### src/hw/pci_status_pkg.sv
// Constants and carriers for the configuration status word
package pci_status_pkg;
  localparam logic [7:0] STATUS_OFFSET = 8'h06;
  localparam logic [7:0] COMMAND_OFFSET = 8'h04;
  localparam logic [15:0] STATUS_RESET = 16'h0230;
  localparam logic [15:0] COMMAND_RESET = 16'h0000;
  localparam int INT_PEND_BIT = 3;
  localparam int EXT_CAP_BIT = 4;
  localparam int HIGH_SPEED_BIT = 5;
  localparam int B2B_BIT = 7;
  localparam int MASTER_PERR_BIT = 8;
  localparam int SEL_SPEED_LO = 9;
  localparam int PAR_RESP_BIT = 6;
  localparam int INT_MASK_BIT = 10;
  localparam logic [15:0] COMMAND_WMASK = 16'h0557;
  localparam int PERR_LAG_CLOCKS = 3;

  typedef struct packed {
    logic rd;
    logic wr;
    logic [7:0] addr;
    logic [15:0] wdata;
  } cfg_req_s;

  typedef struct packed {
    logic conv_perr_seen;
    logic pcix_mode;
    logic pcix_rd_imm_perr;
    logic pcix_split_perr;
    logic pcix_wr_data_phase;
  } parity_evt_s;
endpackage

### src/hw/pci_config_status_register.sv
// Configuration status word with command word and interrupt pin gating
`timescale 1ns/1ns
// Contract
// [RQ1] Status word at offset 0x06, 16 bits, word access, resets to 0x0230
// [RQ2] Writing one clears a writable status bit; zero leaves it; never set
// [RQ3] Reserved bits 2..0 and 6 ignore writes; software writes zero
// [RQ4] Bit 3 mirrors internal interrupt pending, unmasked
// [RQ5] Interrupt pin active only while pending and mask bit zero
// [RQ6] Mask bit does not change the pending flag
// [RQ7] Bit 4 reads one: extended capability list present
// [RQ8] Bit 5 reads one: 66MHz bus clock supported
// [RQ9] Bit 7 read-only target fast back-to-back capability
// [RQ10] Conventional mode: master sees parity error with response enabled
// [RQ11] PCI-X: parity error on immediately completed read data sets bit 8
// [RQ12] PCI-X: parity error in split response sets bit 8
// [RQ13] PCI-X: parity error three clocks after write data phase sets bit 8
// [RQ14] Bits 10..9 read-only select speed, value one means medium
// [RQ15] Parity response enable, command bit 6, zero ignores parity errors
// [RQ16] Command bit 10 masks the interrupt pin
// [RQ17] Bit 8 sticky until written one; detection wins over clear
module pci_config_status_register
  import pci_status_pkg::*;
#(
  parameter logic TARGET_B2B = 1'b0,
  parameter logic [1:0] SEL_SPEED = 2'h1
) (
  // Clock and reset
  input wire logic mclk,
  input wire logic rst,
  // Configuration access
  input wire cfg_req_s cfg_req,
  output logic [15:0] cfg_rdata,
  // Device events
  input wire logic int_source,
  input wire parity_evt_s par_evt,
  input wire logic perr_seen,
  // Pins
  output logic inta_active
);

  logic [15:0] command_q;
  logic master_perr_q;
  logic int_pend_q;
  logic [PERR_LAG_CLOCKS-1:0] wr_phase_q;
  logic [15:0] status_view;
  logic par_resp;
  logic perr_hit;
  logic status_wr;
  logic command_wr;

  function automatic logic hit(input cfg_req_s r, input logic [7:0] off);
    hit = r.wr && (r.addr == off);
  endfunction

  assign status_wr = hit(cfg_req, STATUS_OFFSET);
  assign command_wr = hit(cfg_req, COMMAND_OFFSET);
  assign par_resp = command_q[PAR_RESP_BIT];

  // Status word assembly, reserved bits read zero
  always_comb begin
    status_view = 16'h0000;
    status_view[INT_PEND_BIT] = int_pend_q; // [RQ4]
    status_view[EXT_CAP_BIT] = STATUS_RESET[EXT_CAP_BIT]; // [RQ7]
    status_view[HIGH_SPEED_BIT] = STATUS_RESET[HIGH_SPEED_BIT]; // [RQ8]
    status_view[B2B_BIT] = TARGET_B2B; // [RQ9]
    status_view[MASTER_PERR_BIT] = master_perr_q;
    status_view[SEL_SPEED_LO+1:SEL_SPEED_LO] = SEL_SPEED; // [RQ14]
  end

  // Parity error detection in both bus modes
  always_comb begin
    perr_hit = 1'b0;
    if (par_resp) begin // [RQ15]
      if (!par_evt.pcix_mode) begin
        perr_hit = par_evt.conv_perr_seen; // [RQ10]
      end else begin
        perr_hit = par_evt.pcix_rd_imm_perr // [RQ11]
          || par_evt.pcix_split_perr // [RQ12]
          || (wr_phase_q[PERR_LAG_CLOCKS-1] && perr_seen); // [RQ13]
      end
    end
  end

  // Write data phase delay line
  always_ff @(posedge mclk or posedge rst) begin
    if (rst) begin
      wr_phase_q <= '0;
    end else begin
      wr_phase_q <= {wr_phase_q[PERR_LAG_CLOCKS-2:0],
                     par_evt.pcix_wr_data_phase}; // [RQ13]
    end
  end

  // Command word
  always_ff @(posedge mclk or posedge rst) begin
    if (rst) begin
      command_q <= COMMAND_RESET;
    end else if (command_wr) begin
      command_q <= cfg_req.wdata & COMMAND_WMASK;
    end
  end

  // Sticky master parity error
  always_ff @(posedge mclk or posedge rst) begin
    if (rst) begin
      master_perr_q <= STATUS_RESET[MASTER_PERR_BIT]; // [RQ1]
    end else if (perr_hit) begin
      master_perr_q <= 1'b1; // [RQ17]
    end else if (status_wr && cfg_req.wdata[MASTER_PERR_BIT]) begin
      master_perr_q <= 1'b0; // [RQ2] [RQ3]
    end
  end

  // Interrupt pending mirror
  always_ff @(posedge mclk or posedge rst) begin
    if (rst) begin
      int_pend_q <= STATUS_RESET[INT_PEND_BIT];
    end else begin
      int_pend_q <= int_source; // [RQ6]
    end
  end

  function automatic logic command_wr_mask();
    command_wr_mask = command_wr ? cfg_req.wdata[INT_MASK_BIT]
                                 : command_q[INT_MASK_BIT];
  endfunction

  // Interrupt pin gating
  always_ff @(posedge mclk or posedge rst) begin
    if (rst) begin
      inta_active <= 1'b0;
    end else begin
      inta_active <= int_source && !command_wr_mask(); // [RQ5] [RQ16]
    end
  end

  // Read data
  always_ff @(posedge mclk or posedge rst) begin
    if (rst) begin
      cfg_rdata <= 16'h0000;
    end else if (cfg_req.rd) begin
      case (cfg_req.addr)
        STATUS_OFFSET: cfg_rdata <= status_view; // [RQ1]
        COMMAND_OFFSET: cfg_rdata <= command_q;
        default: cfg_rdata <= 16'h0000;
      endcase
    end
  end

  // Assertions on reset and the register map
  status_rst_a: assert property (@(posedge mclk)
    $fell(rst) |-> cfg_rdata == 16'h0000) // [RQ1]
    else $error("read data not clear after reset");

  pin_rst_a: assert property (@(posedge mclk)
    $fell(rst) |-> !inta_active) // [RQ5]
    else $error("interrupt pin active after reset");

  status_rd_a: assert property (@(posedge mclk) disable iff (rst)
    cfg_req.rd && cfg_req.addr == STATUS_OFFSET
    |=> cfg_rdata == $past(status_view)) // [RQ1]
    else $error("status read returned wrong word");

  unmapped_rd_a: assert property (@(posedge mclk) disable iff (rst)
    cfg_req.rd && cfg_req.addr != STATUS_OFFSET
    && cfg_req.addr != COMMAND_OFFSET
    |=> cfg_rdata == 16'h0000) // [RQ1]
    else $error("unmapped read not zero");

  rdata_hold_a: assert property (@(posedge mclk) disable iff (rst)
    !cfg_req.rd |=> $stable(cfg_rdata)) // [RQ1]
    else $error("read data changed without read");

  cmd_write_a: assert property (@(posedge mclk) disable iff (rst)
    command_wr
    |=> command_q == ($past(cfg_req.wdata) & COMMAND_WMASK)) // [RQ16]
    else $error("command word write not applied");

  // Assertions on clearing and the sticky flag
  clear_one_a: assert property (@(posedge mclk) disable iff (rst)
    status_wr && cfg_req.wdata[MASTER_PERR_BIT] && !perr_hit
    |=> !master_perr_q) // [RQ2]
    else $error("write one did not clear parity flag");

  no_set_a: assert property (@(posedge mclk) disable iff (rst)
    !master_perr_q && !perr_hit |=> !master_perr_q) // [RQ2]
    else $error("parity flag set without event");

  reserved_zero_a: assert property (@(posedge mclk) disable iff (rst)
    status_view[2:0] == 3'h0 && !status_view[6]) // [RQ3]
    else $error("reserved status bits not zero");

  sticky_win_a: assert property (@(posedge mclk) disable iff (rst)
    perr_hit && status_wr |=> master_perr_q) // [RQ17]
    else $error("clear beat simultaneous detection");

  // Assertions on the fixed capability bits
  fixed_bits_a: assert property (@(posedge mclk) disable iff (rst)
    status_view[5:4] == 2'h3 && status_view[10:9] == SEL_SPEED) // [RQ7]
    else $error("fixed capability bits wrong");

  hs_bit_a: assert property (@(posedge mclk) disable iff (rst)
    status_view[HIGH_SPEED_BIT] == STATUS_RESET[HIGH_SPEED_BIT]) // [RQ8]
    else $error("high speed bit wrong");

  b2b_bit_a: assert property (@(posedge mclk) disable iff (rst)
    status_view[B2B_BIT] == TARGET_B2B) // [RQ9]
    else $error("back to back bit wrong");

  sel_speed_a: assert property (@(posedge mclk) disable iff (rst)
    status_view[SEL_SPEED_LO+1:SEL_SPEED_LO] == SEL_SPEED) // [RQ14]
    else $error("select speed field wrong");

  // Assertions on the interrupt path
  pend_mirror_a: assert property (@(posedge mclk) disable iff (rst)
    ##1 int_pend_q == $past(int_source)) // [RQ4]
    else $error("pending flag not following source");

  mask_pend_a: assert property (@(posedge mclk) disable iff (rst)
    command_q[INT_MASK_BIT] && int_source |=> int_pend_q) // [RQ6]
    else $error("mask altered pending flag");

  pin_gate_a: assert property (@(posedge mclk) disable iff (rst)
    inta_active |-> int_pend_q && !command_q[INT_MASK_BIT]) // [RQ5]
    else $error("interrupt pin active while masked or idle");

  pin_on_a: assert property (@(posedge mclk) disable iff (rst)
    int_pend_q && !command_q[INT_MASK_BIT] |-> inta_active) // [RQ5]
    else $error("interrupt pin idle while pending");

  mask_pin_a: assert property (@(posedge mclk) disable iff (rst)
    command_q[INT_MASK_BIT] |-> !inta_active) // [RQ16]
    else $error("interrupt pin active while masked");

  // Assertions on parity error recording
  conv_perr_a: assert property (@(posedge mclk) disable iff (rst)
    !par_evt.pcix_mode && par_evt.conv_perr_seen && par_resp
    |=> master_perr_q) // [RQ10]
    else $error("conventional parity error not recorded");

  rd_imm_a: assert property (@(posedge mclk) disable iff (rst)
    par_evt.pcix_mode && par_evt.pcix_rd_imm_perr && par_resp
    |=> master_perr_q) // [RQ11]
    else $error("immediate read parity error not recorded");

  split_a: assert property (@(posedge mclk) disable iff (rst)
    par_evt.pcix_mode && par_evt.pcix_split_perr && par_resp
    |=> master_perr_q) // [RQ12]
    else $error("split response parity error not recorded");

  wr_lag_a: assert property (@(posedge mclk) disable iff (rst)
    par_evt.pcix_mode && par_resp && perr_seen
    && $past(par_evt.pcix_wr_data_phase, 3) |=> master_perr_q) // [RQ13]
    else $error("write parity error not recorded");

  wr_no_lag_a: assert property (@(posedge mclk) disable iff (rst)
    par_evt.pcix_mode && perr_seen && !master_perr_q
    && !$past(par_evt.pcix_wr_data_phase, 3)
    && !par_evt.pcix_rd_imm_perr && !par_evt.pcix_split_perr
    |=> !master_perr_q) // [RQ13]
    else $error("parity error outside write lag recorded");

  ignore_perr_a: assert property (@(posedge mclk) disable iff (rst)
    !par_resp |-> !perr_hit) // [RQ15]
    else $error("parity error acted on while disabled");

  // Covers for the main scenarios
  pin_on_c: cover property (@(posedge mclk) disable iff (rst)
    $rose(inta_active));

  perr_clear_c: cover property (@(posedge mclk) disable iff (rst)
    master_perr_q ##1 !master_perr_q);

  split_c: cover property (@(posedge mclk) disable iff (rst)
    par_evt.pcix_mode && par_evt.pcix_split_perr && par_resp);

  sticky_both_c: cover property (@(posedge mclk) disable iff (rst)
    perr_hit && status_wr && cfg_req.wdata[MASTER_PERR_BIT]);

  mask_block_c: cover property (@(posedge mclk) disable iff (rst)
    int_pend_q && command_q[INT_MASK_BIT] && !inta_active);

endmodule

### config.mk
export PLATFORM = sky130hd
export DESIGN_NAME = pci_config_status_register
export DESIGN_NICKNAME = d
export VERILOG_FILES = /design/src/hw/pci_status_pkg.sv /design/src/hw/pci_config_status_register.sv
export SDC_FILE = /design/constraint.sdc
export NUM_CORES = 1
export LEC_CHECK = 0
export BUFFER_PORTS_ARGS = -buffer_cell sky130_fd_sc_hd__buf_2
export CAP_MARGIN = 25
export CELL_PAD_IN_SITES_DETAIL_PLACEMENT = 0
export CELL_PAD_IN_SITES_GLOBAL_PLACEMENT = 2
export CORE_MARGIN = 1
export CORE_UTILIZATION = 25
export CTS_CLUSTER_SIZE = 8
export DETAILED_ROUTE_END_ITERATION = 12
export PLACE_DENSITY_LB_ADDON = 0.1
export SLEW_MARGIN = 10
export SYNTH_ARGS = -nofsm -noshare
export SYNTH_HDL_FRONTEND = slang
export SYNTH_SLANG_ARGS = --single-unit
export TNS_END_PERCENT = 20
### constraint.sdc
create_clock -name mclk -period 1.1 [get_ports mclk]
set_clock_uncertainty 0.05 [all_clocks]
set_input_delay 0.055 -clock mclk [delete_from_list [all_inputs] [get_ports mclk]]
set_output_delay 0.055 -clock mclk [all_outputs]
set_load 0.01 [all_outputs]
After elaboration in Yosys (flattened, before gate mapping). Index checks and enable logic that the tools add are counted.

Register bits after elaboration: 29. Bits of input ports: 35. Logic and storage cells: 23.

Equality and inequality tests: 2. Multiplexer cells: 6. Reduce and logical (&&, ||, !) cells: 9.

Operators by type and width (number): 11-bit one-hot mux with 2 select lines (1); 8-bit by 3-bit == test with 1-bit output (second input constant) (2); 1-bit logical AND (5); 1-bit 2-to-1 mux (5); 1-bit logical OR (2); 2-bit nonzero test (1); 1-bit zero test (1).

Longest topological paths before layout. Gate-level depths: netlist of the first run.

Depth after elaboration: 5. Gate-level depth with buffers: 4. Depth with buffers taken out: 3.

Worst setup path after synthesis of the first run. OpenSTA, ideal clock, no wires.

Path kind: input to register. Start: in cfg_req[21] (netlist name). End: reg command_q[0]. Path slack: -130 ps. Data arrival time: 1055 ps. Cell stages on the path: 4. Required time: 925 ps. Cell sequence: nor4_4 > and3_1 > buf_6 > mux2_2.

Cells in the longest elaborated chain, start to end: 2.

Ends and longest elaborated chain: start: declaration (line pci_config_status_register.sv:31) `input wire cfg_req_s cfg_req,`; 8-bit by 3-bit == test with 1-bit output (line pci_config_status_register.sv:52) `hit = r.wr && (r.addr == off);`; 1-bit logical AND (line pci_config_status_register.sv:52); end signal: assignment (line pci_config_status_register.sv:99) `command_q <= cfg_req.wdata & COMMAND_WMASK;`; end: declaration (line pci_config_status_register.sv:41) `logic [15:0] command_q;`.

No other way between the ends. A chain may end at the register's enable or synchronous reset.

Worst setup path after layout of the first run.
Start: in cfg_req[17] (netlist name). End: reg command_q[2].

The elaborated chain is that of the path after synthesis.

==> impl_metrics.ini, run 1 <==
[critical_path]
crit_required_ns = 1.20
r2r_setup_slack_ns = 0.11
r2r_cells = 3
crit_fanout = 8
crit_type = in2reg
setup.worst_path.end_class = register
startpoint_type = primary input
cpMaxStageDelayCell = nor4b_2
cpPeakStageDelay_ns = 0.31
r2r-start = master_perr_q$_DFFE_PP0P_
cp.arrival_ns = 1.15
path_cells = buf_2, nor4b_2, and3_4, buf_12, mux2_4
r2r-end = cfg_rdata[8]$_DFFE_PP0P_

[sta]
finalSetupViolations = 0
setup_ws_ns = 0.05017
rsz0062_at_grt = no
fmax_mhz = 952.5
maxSlewViolCount = 0
hold_viol = 0
tns_ns = 0
min_period_ns = 1.050
period_share_pct = 95.44

[power_and_ir_drop]
p_leak_uw = 0.0006808
total_power_uw = 1631
p_per_area_mw_per_mm2 = 1166
ir_drop_mv = 0.7488

[placed_design]
pre_cts_ws_ns = -0.3297
post-place-cells = 168
dp.final_hpwl_um = 1466
place.gp.congestion = 0.6904
io_buffers = 36

[synth]
syn-instance-count = 83
ys_seq_area_share_pct = 57.29
async_reset_ff_share_pct = 100.0
synth_edf_count = 0
synth_flop_cell = dfrtp_1
ys_ff_latch = 22
netlist_area_um2 = 960.9
syn_avg_cell_area_um2 = 11.58
synth_warnings = 0
synth.distinct_cells = 23

[floorplan]
dieArea_mm2 = 0.004095
io-pin-count = 52
rows = 22
die_y_um = 64.00
start_util_pct = 26.25
core_mm2 = 0.003661
dieWidth_um = 64.00

[finish]
stdcell_count = 182
final_nets = 170
antenna_cells = 0
final_common_cell = buf_2
syn_to_final_growth_pct = 45.57
final_cell_mix = buf_2, dfrtp_1, inv_1, dlygate4sd3_1
drive_above_1_share_pct = 42.54
fillers = 389

[hold_path]
min-delay-path-class = in2reg
hold_end = master_perr_q$_DFFE_PP0P_
hold_depth = 3
hp-start = par_evt[3]

[job]
cap_violations = 0

[routing]
drtPass1Iterations = 2
ant_nets = 0
routed_wirelength_um = 2038
vias_per_cell = 4.159
wl_per_cell_um = 11.20
route.detailed.drc = 0
drt_iter0_drc = 25
num_vias = 757

[global_route]
grt_overflow_total = 0
antenna_found_initial = 0
grt_max_degree = 23
grt_usage_pct = 11.48
grt_pass1_vias = 793
grt_pass1_wl_um = 3519

[status]
outcome = completed

[clock_tree]
cts_setup_buffers = 0
cts_tree = built
cts_root_buf = clkbuf_8
path_clk_slew_ns = 0.08
htreeDepth = 1
cts_buffer_depth = 2
clock_latency_ns = 0.26
cts_buffers = 3
cts.sink_count = 22
==> routing by layer <==
metal | vias up | part of all wire (%) | global-route usage, %
li1 | 368 | - | -
met1 | 369 | 46 | 14.41
met2 | 18 | 49 | 19.02
met3 | 2 | 3.9 | 3.214
met4 | 0 | 1.0 | 3.409
met5 | - | 0 | 0
==> critical path, delay by kind of cell <==
kind / cells / cell delay [ns]
multiplexers: 1 / 0.30
AND/OR/NAND/NOR: 2 / 0.55
buffers and inverters: 2 / 0.24
==> cell families (layout without fill, tap and decap cells) <==
family | count (synthesis) | count (layout) | share of synthesized area [%]
other | 1 | 6 | 0.3903
flip-flops | 22 | 22 | 57.29
AND/OR/NAND/NOR | 17 | 17 | 11.07
multiplexers | 10 | 10 | 11.46
AO/OA/AOI/OAI | 13 | 13 | 8.464
buffers and inverters | 20 | 66 | 11.33
==> through the flow <==
step | instance area, um^2 | utilization, % | hold slack [ns]
final | 1399 | 38.21 | 0.06307
after detailed placement | 1232 | 33.66 | 0.05540
after floorplan | 1006 | - | -0.005774
after global routing | 1399 | 38.21 | 0.06343
after global placement | 1232 | 33.66 | 0.05366
after CTS | 1394 | 38.07 | 0.06170
==> power breakdown <==
part | switching [uW] | leakage [uW] | internal (uW)
combinational | 82.4 | 0.000360 | 110
sequential | 19.0 | 0.000292 | 845
clock | 256 | 0.0000288 | 319
==> Yosys cell counts, types with 2 or more instances <==
master	instances	share of area, %
dfrtp_1	22	57
mux2_2	8	9.4
nand2_1	7	2.7
buf_4	7	5.5
o22ai_1	6	3.9
mux2i_1	2	2.1
o21ai_0	3	1.6
nand2b_1	2	1.3
inv_1	10	3.9
clkbuf_1	2	0.78
nand4_1	2	1.3
==> sequential cells by signal (all words and copies together), names as in the netlist <==
register,cells
cfg_rdata,9
command_q,7
wr_phase_q,3
int_pend_q,1
inta_active,1
master_perr_q,1
==> worst max path at each step <==
stage                      from                   endpoint  slack [ns]  depth (start not counted)
global route        cfg_req[22]  command_q[10]$_DFFE_PP0P_        0.02                          5
CTS                 cfg_req[17]   command_q[2]$_DFFE_PP0P_        0.04                          5
floorplan           cfg_req[22]   command_q[0]$_DFFE_PP0P_       -0.12                          4
finish              cfg_req[17]   command_q[2]$_DFFE_PP0P_        0.05                          5
detailed placement  cfg_req[17]   command_q[0]$_DFFE_PP0P_       -0.33                          5
global placement    cfg_req[17]   command_q[8]$_DFFE_PP0P_       -0.30                          5
==> what timing repair did <==
item,in CTS,in global routing
endpoints found under the setup margin,7,1
hold buffers,10,0
endpoints found under the hold margin,31,0
gates resized for setup,1,1
==> layout make-up <==
cell class              count  area (um^2)  share of cell area [%]
flip-flops and latches     22        550.5                   39.36
clock buffers               4        55.05                   3.936
repair buffers             52        337.8                   24.15
multi-input cells          46        357.8                   25.58
well taps                  48        60.06                   4.293
inverters                  10        37.54                   2.683
Power figures use the tool's default switching activity.
==> run 2, diff against run 1 <==
HOLD_SLACK_MARGIN = 0.12   (was not set)
==> impl_metrics.ini, run 2 (synthesis gave the netlist of run 1 again) <==
[critical_path]
crit_type = in2reg
crit_required_ns = 1.20
setup.worst_path.end_class = register
crit_fanout = 8
cp.arrival_ns = 1.15
startpoint_type = primary input

[global_route]
grt_usage_pct = 11.71
antenna_found_initial = 0
grt_overflow_total = 0
grt_pass1_wl_um = 3594
grt_pass1_vias = 793
grt_max_degree = 23

[hold_path]
min-delay-path-class = in2reg

[finish]
syn_to_final_growth_pct = 46.61
final_common_cell = buf_2
largest_reg_flops = 9
final_nets = 171
antenna_cells = 0
drive_above_1_share_pct = 42.22
final_cell_mix = buf_2, dfrtp_1, dlygate4sd3_1, inv_1
largest-register = cfg_rdata
largest_registers = cfg_rdata (9), command_q (7), wr_phase_q (3)
stdcell_count = 183

[clock_tree]
cts_buffers = 3
cts_buffer_depth = 2
cts_tree = built
cts.sink_count = 22
htreeDepth = 1
cts_setup_buffers = 0
path_clk_slew_ns = 0.08
clock_latency_ns = 0.26
cts_root_buf = clkbuf_8

[placed_design]
post-place-cells = 168
place.gp.congestion = 0.6904
io_buffers = 36
dp.final_hpwl_um = 1466

[sta]
fin_hold_ws_ns = 0.1151
finalSetupViolations = 0
hold_viol = 0
tns_ns = 0
rsz0062_at_grt = no
period_share_pct = 95.62
min_period_ns = 1.052
maxSlewViolCount = 0
fmax_mhz = 950.7

[job]
cap_violations = 0

[power_and_ir_drop]
ir_drop_mv = 0.7514
p_per_area_mw_per_mm2 = 1161
p_leak_uw = 0.0006850

[routing]
drt_iter0_drc = 32
routed_wirelength_um = 2071
vias_per_cell = 4.153
route.detailed.drc = 0
num_vias = 760
drtPass1Iterations = 2
wl_per_cell_um = 11.32
ant_nets = 0

[floorplan]
die_y_um = 64.00
dieWidth_um = 64.00
start_util_pct = 26.25
io-pin-count = 52
rows = 22
dieArea_mm2 = 0.004095
core_mm2 = 0.003661

[status]
outcome = completed
## run 2: changes by cell type in the layout (fill, tap and decap cells not counted)
cell / delta
dlygate4sd3_1: +1
## run 2: final cells by class
class / count / area [um^2]
fillers: 390 / 2252
flip-flops and latches: 22 / 550.5
multi-input cells: 46 / 357.8
repair buffers: 53 / 347.8
well taps: 48 / 60.06
clock buffers: 4 / 55.05
inverters: 10 / 37.54
## run 2: repair_timing
action / CTS / global route
gates cloned: 0 / 0
hold buffers: 11 / 0
pin swaps: 0 / 0
endpoints found under the hold margin: 33 / 0
gates resized for setup: 1 / 1
endpoints found under the setup margin: 7 / 1
## run 2: path summary, 6_finish.rpt
kind                                            from                   endpoint  slack (ns)  cells after the start
setup / recovery                         cfg_req[17]   command_q[2]$_DFFE_PP0P_        0.05                      5
hold / removal                            par_evt[2]  master_perr_q$_DFFE_PP0P_        0.12                      4
setup reg to reg           master_perr_q$_DFFE_PP0P_   cfg_rdata[8]$_DFFE_PP0P_        0.11                      3
hold reg to reg              wr_phase_q[1]$_DFF_PP0_    wr_phase_q[2]$_DFF_PP0_        0.30                      0
max in group asynchronous                        rst  cfg_rdata[10]$_DFFE_PP0P_        0.46                      4
min in group asynchronous                        rst   command_q[8]$_DFFE_PP0P_        0.32                      4
## run 2: per-stage QoR
step           setup WS (ns)  power (uW)  util, %  cell area (um^2)
2_1_floorplan        -0.1233       977.6        -              1006
6_report             0.04819        1635    38.48              1409
3_3_place_gp         -0.3017        1045    33.66              1232
4_1_cts              0.03845        1667    38.35              1404
3_5_place_dp         -0.3297        1047    33.66              1232
5_1_grt              0.01889        1739    38.48              1409
## run 2: metal layers
metal | vias to the layer above | global-route usage [%] | part of all wire (%)
met1 | 371 | 15.08 | 46
met4 | 0 | 3.409 | 1.0
met2 | 18 | 19.02 | 49
met5 | - | 0 | 0
li1 | 369 | - | -
met3 | 2 | 3.214 | 3.9
## run 2: worst max-delay path: stages
cell and delay [ns]:
buf_2 0.11, nor4b_2 0.31, and3_4 0.24, buf_12 0.13
mux2_4 0.30
## run 2: where the power goes
part           switching, uW  total (uW)  internal (uW)
clock                    257         575            319
combinational           83.2         195            112
sequential              19.1         864            845
total                    359        1640           1280
